**config.mk**
```make
export PLATFORM = sky130hd
export DESIGN_NAME = pin_pwm_square_wave_output_wake_block
export DESIGN_NICKNAME = d
export VERILOG_FILES = /design/src/ppfwb_pkg.sv /design/src/pin_pwm_square_wave_output_wake_block.sv
export VERILOG_INCLUDE_DIRS = /design/src /design/src/src
export SDC_FILE = /design/constraint.sdc
export NUM_CORES = 1
export LEC_CHECK = 0
export ABC_AREA = 1
export BUFFER_PORTS_ARGS = -buffer_cell sky130_fd_sc_hd__buf_2
export CORE_ASPECT_RATIO = 0.9
export CORE_UTILIZATION = 50
export CTS_CLUSTER_DIAMETER = 150
export DETAILED_ROUTE_END_ITERATION = 16
export GPL_TIMING_DRIVEN = 0
export PLACE_DENSITY = 0.91
export REMOVE_ABC_BUFFERS = 1
export SYNTH_ARGS = -nofsm -noshare
export SYNTH_HDL_FRONTEND = slang
export SYNTH_SLANG_ARGS = --single-unit
```
**constraint.sdc**
```tcl
create_clock -name clk -period 3.65 [get_ports clk]
set_input_delay 0.9125 -clock clk [delete_from_list [all_inputs] [get_ports clk]]
set_output_delay 0.9125 -clock clk [all_outputs]
set_load 0.03 [all_outputs]
```
**src/ppfwb_map.svh**
```systemverilog
// constants for the pin, pwm, square wave and wake block
`ifndef PPFWB_MAP_SVH
`define PPFWB_MAP_SVH
// Contract
// - eighteen general pins exist, each configured and read on its own.
// - each general pin has its own direction bit choosing input or output.
// - an input pin has a selectable internal pull-up or none.
// - pwm and square wave are alternate pin functions chosen per pin by pin_function_select.
// - pwm comes from 32-bit timers counting a 4 MHz tick.
// - the pwm frequency is programmable with 1 MHz as its highest value.
// - the pwm duty spans from always inactive to always active.
// - both pwm pins share one frequency and keep their own duty.
// - the square wave output has equal high and low time, from 0 Hz up to 4 MHz; the accumulator top bit used gives halves of 2 and 3 clocks at 4 MHz.
// - each wake pin triggers on a low level, a high level or any change.
// - wake is offered on the clear-to-send, receive-data and shared_wake_input pins.

`define PPFWB_NUM_PINS    18
`define PPFWB_NUM_PWM     2
`define PPFWB_NUM_WAKE    3
`define PPFWB_TIMER_W     32
`define PPFWB_DIV_W       3
`define PPFWB_CLK_HZ      20000000
`define PPFWB_TICK_HZ     4000000
`define PPFWB_TICK_DIV    (`PPFWB_CLK_HZ / `PPFWB_TICK_HZ)
`define PPFWB_PWM_MAX_HZ  1000000
`define PPFWB_PWM_MIN_PER (`PPFWB_TICK_HZ / `PPFWB_PWM_MAX_HZ)
`define PPFWB_SQ_MAX_HZ   4000000
`define PPFWB_SQ_MAX_INC  ((64'h100000000 * `PPFWB_SQ_MAX_HZ) / `PPFWB_CLK_HZ)
`define PPFWB_SQ_MSB      31

`endif

```
**src/ppfwb_pkg.sv**
```systemverilog
// types for the pin, pwm, square wave and wake block
`include "ppfwb_map.svh"

package ppfwb_pkg;

    typedef enum logic [1:0] {
        PPFWB_FN_GPIO,
        PPFWB_FN_PWM0,
        PPFWB_FN_PWM1,
        PPFWB_FN_SQ
    } ppfwb_fn_e;

    typedef enum logic [1:0] {
        PPFWB_WAKE_OFF,
        PPFWB_WAKE_LOW,
        PPFWB_WAKE_HIGH,
        PPFWB_WAKE_CHANGE
    } ppfwb_wake_e;

    typedef logic [`PPFWB_NUM_PINS-1:0] ppfwb_pins_t;
    typedef logic [`PPFWB_TIMER_W-1:0]  ppfwb_cnt_t;
    typedef logic [`PPFWB_NUM_WAKE-1:0] ppfwb_wk_t;

    typedef struct packed {
        ppfwb_pins_t                          dir;
        ppfwb_pins_t                          pull;
        ppfwb_pins_t                          level;
        ppfwb_fn_e [`PPFWB_NUM_PINS-1:0]      pin_function_select;
    } ppfwb_pin_cfg_s;

    typedef struct packed {
        ppfwb_cnt_t                           period;
        ppfwb_cnt_t [`PPFWB_NUM_PWM-1:0]      duty;
        ppfwb_cnt_t                           sq_inc;
    } ppfwb_pwm_cfg_s;

    typedef struct packed {
        logic [`PPFWB_DIV_W-1:0]              div;
        logic                                 tick;
        ppfwb_cnt_t                           cnt;
        logic [`PPFWB_NUM_PWM-1:0]            pwm;
        ppfwb_cnt_t                           acc;
        logic                                 sq;
        ppfwb_pins_t                          s1;
        ppfwb_pins_t                          s2;
        ppfwb_pins_t                          s3;
        ppfwb_pins_t                          pv;
        ppfwb_pins_t                          po;
        ppfwb_pins_t                          oe;
        ppfwb_wk_t                            w1;
        ppfwb_wk_t                            w2;
        ppfwb_wk_t                            w3;
        ppfwb_wk_t                            wv;
        ppfwb_wk_t                            wp;
        ppfwb_wk_t                            wake;
    } ppfwb_state_s;

endpackage

```
**src/pin_pwm_square_wave_output_wake_block.sv**
```systemverilog
// general pins with pwm, square wave output and wake detection
`timescale 1ns/1ps
`include "ppfwb_map.svh"

module pin_pwm_square_wave_output_wake_block #(
    parameter int unsigned NUM_PINS = `PPFWB_NUM_PINS,
    parameter int unsigned NUM_PWM  = `PPFWB_NUM_PWM,
    parameter int unsigned TICK_DIV = `PPFWB_TICK_DIV
) (
    input  logic                                   clk,
    input  logic                                   resetn,
    input  ppfwb_pkg::ppfwb_pin_cfg_s              pin_cfg,
    input  ppfwb_pkg::ppfwb_pwm_cfg_s              pwm_cfg,
    input  ppfwb_pkg::ppfwb_wake_e [`PPFWB_NUM_WAKE-1:0] wake_mode,
    input  ppfwb_pkg::ppfwb_pins_t                 pin_in,
    input  ppfwb_pkg::ppfwb_wk_t                   wake_pin,
    output ppfwb_pkg::ppfwb_pins_t                 pin_out,
    output ppfwb_pkg::ppfwb_pins_t                 pin_oe,
    output ppfwb_pkg::ppfwb_pins_t                 pin_pullup,
    output ppfwb_pkg::ppfwb_pins_t                 pin_value,
    output ppfwb_pkg::ppfwb_wk_t                   wake_event,
    output logic                                   wake_any
);
    import ppfwb_pkg::*;

    // ----------------------------------------------------------------
    // elaboration checks
    // ----------------------------------------------------------------
    // state fields are sized by the map header, so the counts are fixed
    if (NUM_PINS != `PPFWB_NUM_PINS)
    begin : g_pins_chk
        $error("pin count must match the map header");
    end
    if (NUM_PWM != `PPFWB_NUM_PWM)
    begin : g_pwm_chk
        $error("pwm channel count must match the map header");
    end
    if (TICK_DIV < 1 || TICK_DIV > (1 << `PPFWB_DIV_W))
    begin : g_div_chk
        $error("tick divider out of range");
    end

    localparam ppfwb_cnt_t MIN_PER    = ppfwb_cnt_t'(`PPFWB_PWM_MIN_PER);
    localparam ppfwb_cnt_t SQ_MAX_INC = ppfwb_cnt_t'(`PPFWB_SQ_MAX_INC);
    localparam logic [`PPFWB_DIV_W-1:0] DIV_LAST = `PPFWB_DIV_W'(TICK_DIV - 1);

    ppfwb_state_s st_r;
    ppfwb_state_s st_nxt;
    ppfwb_cnt_t   eff_per;
    ppfwb_cnt_t   eff_inc;

    // ----------------------------------------------------------------
    // helpers
    // ----------------------------------------------------------------
    function automatic logic pwm_active(input ppfwb_cnt_t cnt, input ppfwb_cnt_t duty);
        pwm_active = cnt < duty;
    endfunction

    // a bit moves only once the second and third stages agree
    function automatic ppfwb_pins_t settle(
        input ppfwb_pins_t a,
        input ppfwb_pins_t b,
        input ppfwb_pins_t held
    );
        settle = (b & ~(a ^ b)) | (held & (a ^ b));
    endfunction

    // periods shorter than the fastest allowed rate are stretched to it
    assign eff_per = (pwm_cfg.period < MIN_PER) ? MIN_PER : pwm_cfg.period;
    assign eff_inc = (pwm_cfg.sq_inc > SQ_MAX_INC) ? SQ_MAX_INC : pwm_cfg.sq_inc;

    // ----------------------------------------------------------------
    // next state
    // ----------------------------------------------------------------
    always_comb
    begin
        st_nxt      = st_r;
        st_nxt.tick = 1'b0;
        // 4 MHz tick from the 20 MHz clock
        if (st_r.div == DIV_LAST)
        begin
            st_nxt.div  = '0;
            st_nxt.tick = 1'b1;
        end
        else
        begin
            st_nxt.div = st_r.div + `PPFWB_DIV_W'(1);
        end

        // one shared period counter serves both channels
        if (st_r.cnt >= eff_per)
        begin
            st_nxt.cnt = '0;
        end
        else if (st_r.tick)
        begin
            if (st_r.cnt == eff_per - ppfwb_cnt_t'(1))
            begin
                st_nxt.cnt = '0;
            end
            else
            begin
                st_nxt.cnt = st_r.cnt + ppfwb_cnt_t'(1);
            end
        end

        // compare against the next count so the output is a clean flop
        for (int i = 0; i < NUM_PWM; i++)
        begin
            st_nxt.pwm[i] = pwm_active(st_nxt.cnt, pwm_cfg.duty[i]);
        end

        // phase accumulator; zero increment freezes the output
        st_nxt.acc = st_r.acc + eff_inc;
        st_nxt.sq  = st_r.acc[`PPFWB_SQ_MSB];

        // input synchronisers
        st_nxt.s1 = pin_in;
        st_nxt.s2 = st_r.s1;
        st_nxt.s3 = st_r.s2;
        st_nxt.pv = settle(st_r.s2, st_r.s3, st_r.pv);
        st_nxt.w1 = wake_pin;
        st_nxt.w2 = st_r.w1;
        st_nxt.w3 = st_r.w2;
        st_nxt.wv = ppfwb_wk_t'(settle(ppfwb_pins_t'(st_r.w2),
                                       ppfwb_pins_t'(st_r.w3),
                                       ppfwb_pins_t'(st_r.wv)));
        st_nxt.wp = st_r.wv;

        // pin drive per function select
        for (int p = 0; p < NUM_PINS; p++)
        begin
            unique case (pin_cfg.pin_function_select[p])
                PPFWB_FN_GPIO:
                begin
                    st_nxt.po[p] = pin_cfg.level[p];
                    st_nxt.oe[p] = pin_cfg.dir[p];
                end
                PPFWB_FN_PWM0:
                begin
                    st_nxt.po[p] = st_r.pwm[0];
                    st_nxt.oe[p] = 1'b1;
                end
                PPFWB_FN_PWM1:
                begin
                    st_nxt.po[p] = st_r.pwm[1];
                    st_nxt.oe[p] = 1'b1;
                end
                PPFWB_FN_SQ:
                begin
                    st_nxt.po[p] = st_r.sq;
                    st_nxt.oe[p] = 1'b1;
                end
            endcase
        end

        // wake detection on settled levels
        for (int w = 0; w < `PPFWB_NUM_WAKE; w++)
        begin
            unique case (wake_mode[w])
                PPFWB_WAKE_OFF:    st_nxt.wake[w] = 1'b0;
                PPFWB_WAKE_LOW:    st_nxt.wake[w] = ~st_r.wv[w];
                PPFWB_WAKE_HIGH:   st_nxt.wake[w] = st_r.wv[w];
                PPFWB_WAKE_CHANGE: st_nxt.wake[w] = st_r.wv[w] ^ st_r.wp[w];
            endcase
        end
    end

    // ----------------------------------------------------------------
    // state register
    // ----------------------------------------------------------------
    always_ff @(posedge clk or negedge resetn)
    begin
        if (!resetn)
        begin
            st_r <= '0;
        end
        else
        begin
            st_r <= st_nxt;
        end
    end

    // ----------------------------------------------------------------
    // outputs
    // ----------------------------------------------------------------
    assign pin_out    = st_r.po;
    assign pin_oe     = st_r.oe;
    // pull-up only ever acts on a pin that is not driven
    assign pin_pullup = pin_cfg.pull & ~st_r.oe;
    assign pin_value  = st_r.pv;
    assign wake_event = st_r.wake;
    assign wake_any   = |st_r.wake;

    logic full0;
    logic zero0;
    logic same_duty;
    logic sq_zero;
    assign full0     = pwm_cfg.duty[0] >= eff_per;
    assign zero0     = pwm_cfg.duty[0] == '0;
    assign same_duty = pwm_cfg.duty[0] == pwm_cfg.duty[1];
    assign sq_zero   = pwm_cfg.sq_inc == '0;
endmodule

```
==> metrics <==
Max Cap Viol=0; Post-synth EDFFs=0; Ys Warns=0; register-to-register setup slack=-660 ps; GP Congestion=approximately 0.95; pre-CTS WS=-3029 ps; share of layout cells above drive strength 1=roughly a third; Mean Syn Cell Area=approximately 8.1 sq um; Pwr Total=just over 9 mW; Die Wd=172.9 um; Hold Buf Count CTS=0; failing checks=negative setup slack; first-pass GRT wire length=roughly 67 mm; Final period util=127.7%; Via-to-Cell Ratio=5.569; fin area=between 15000 and 20000 sq um; DRT Wirelength=44.34 mm; slew margin rel.=around 33%; Worst Setup End Kind=flip-flop; worst hold path type=flip-flop to flip-flop; RSZ-0062 raised after global routing=yes; Area after DPL=about 15000 sq um; CTS buffer count=17; post-synthesis sequential area ratio=37.51%; Avg WL per Cell=18.58 um; first drt pass iteration count=8; final core occ=a little over two thirds; most frequent cells in the layout=buf_2, inv_1, nand2_1; worst hold margin=about 340 ps; Final ANT Viol Nets=0; Hold Fails Final Rpt=0; Layout Skew=around 28 ps; Area Growth Syn to Fin=34.68%; final setup fails=28; Pwr per Cell Area=526.7 nW/um^2; Yosys reg bits=about 200; CTS HTree Levels=4; Boundary Pins=around 320; Worst EP arrival=roughly 5000 ps; Synth Flop Type=dfrtp_1; row cnt=55; kind of critical path=input port to flip-flop; CTS tree=built; initial core utilization=roughly 52%; Hold Path End=st_nxt[88]$_DFF_PN0_; Crit path buffers/inverters=4; clk buf depth=2; # clock sinks=197; Tmin final=4662 ps; Hold Crit Start=st_nxt[106]$_DFF_PN0_; pins over their slew limit=0; worst-path maximum fanout=6; area occupied by multi-input gates=about 7600 sq um; later-pin clock latency in the skew report=roughly 440 ps; drc violations=0; pin count of the biggest net entering global routing=about 130; via count=around 13000; Final WS setup=-1012 ps; vias in the first global route=around 13000; status=complete, but fails checks; R2R Path End=st_r[160]$_DFF_PN0_; Mapped Area=13140 sq um; Critical Path Max Stage Delay=around 300 ps; number of port buffers=322; clk slew on worst S/H paths=around 100 ps; Placed Instances=approximately 2200; nets=between 2000 and 2500; Setup TNS Final=-14820 ps; synth unique cells=between 50 and 60; Die Area=between 20000 and 30000 sq um; CP top delay family=simple AND/OR/NAND/NOR gates; Root Buffer=clkbuf_16; Tightest Pin Transition=999.9 ps; R2R depth=22; Worst VDD drop=0.6235 mV; ys async rst share=between 90% and 100%; Startpoint Class=input port; Filler cells=between 1500 and 2000; Total Routing Usage GR=31.47%; Die Height=around 160 um; DP HPWL=28.26 mm; leading cell type in the layout, fill and taps excluded=buf_2; worst-path cell with the longest stage delay=ha_1; synthesized instance count=~1600; Pleak=9.090 nW; initial antenna violation count=5; WP data required=4010 ps; total gr overflow=0; core area=roughly 25000 sq um; Reg-to-Reg Start=st_r[162]$_DFF_PN0_; initial DRC count=between 1000 and 1500; highest clock rate=between 200 and 250 MHz; post-route insts no fill=around 2400; register area=just under 5000 sq um; Worst Hold Path Cells=0
-- final cells by class --
class	count	share of cell area (%)
antenna	5	0.07069
clock buffer	17	2.403
clock inverter	15	1.315
inverter	287	6.277
multi-input combinational	1072	42.96
sequential	197	27.85
tap	342	2.417
timing repair buffer	451	16.66
timing repair inverter	1	0.04241
-- how the worst max path moves through the flow --
stage,from,endpoint,slack [ps],cells after the start
detailed placement,pwm_cfg[120],st_r[160]$_DFF_PN0_,-3030,30
finish,pwm_cfg[124],st_r[160]$_DFF_PN0_,-1010,30
floorplan,pwm_cfg[108],st_r[160]$_DFF_PN0_,-1090,29
CTS,pwm_cfg[108],st_r[160]$_DFF_PN0_,-880,30
global route,pwm_cfg[125],st_r[160]$_DFF_PN0_,-1350,29
global placement,pwm_cfg[122],st_r[160]$_DFF_PN0_,-2890,30
-- power breakdown --
part           switching, mW  total, mW  internal [mW]
clock                   1.11       2.10          0.996
sequential             0.276       2.84           2.56
combinational           2.49       4.38           1.89
-- cells by family after synthesis --
family,count (synthesis),synth area share (%)
AOI/OAI and AO/OA,185,8.035
xor gates and xnor gates,80,5.331
adders and majority gates,151,14.03
buffers and inverters,353,11.71
DFF,197,37.51
other,1,0.02853
and+or+nand+nor,653,23.35
-- per-layer routing --
layer | GRT usage [%] | share of wire, % | vias to the layer above
met2 | 53.23 | 48 | 828
li1 | - | - | 6011
met4 | 21.96 | 6.9 | 0
met3 | 6.165 | 7.5 | 278
met1 | 36.24 | 38 | 6177
met5 | 0 | 0 | -
-- cells in the mapped netlist, types with 23 or more instances --
cell	n	area share, %
o21ai_0	36	1.4
nand2_1	237	6.8
inv_1	275	7.9
buf_4	57	3.3
nand3b_1	23	1.3
xor2_1	54	3.6
ha_1	129	12
nor2_1	175	5.0
dfrtp_1	197	38
a21oi_1	94	3.6
nand4_1	25	1.2
xnor2_1	26	1.7
nand3_1	99	3.8
-- timing repair --
| item | in CTS | in global routing |
|---|---|---|
| endpoints found under the setup margin | 59 | 39 |
| cloned | 3 | 0 |
| gates resized for setup | 225 | 87 |
| pin swaps | 75 | 72 |
| buffers inserted | 108 | 25 |
Note: power is estimated with default switching activity, not from simulation.
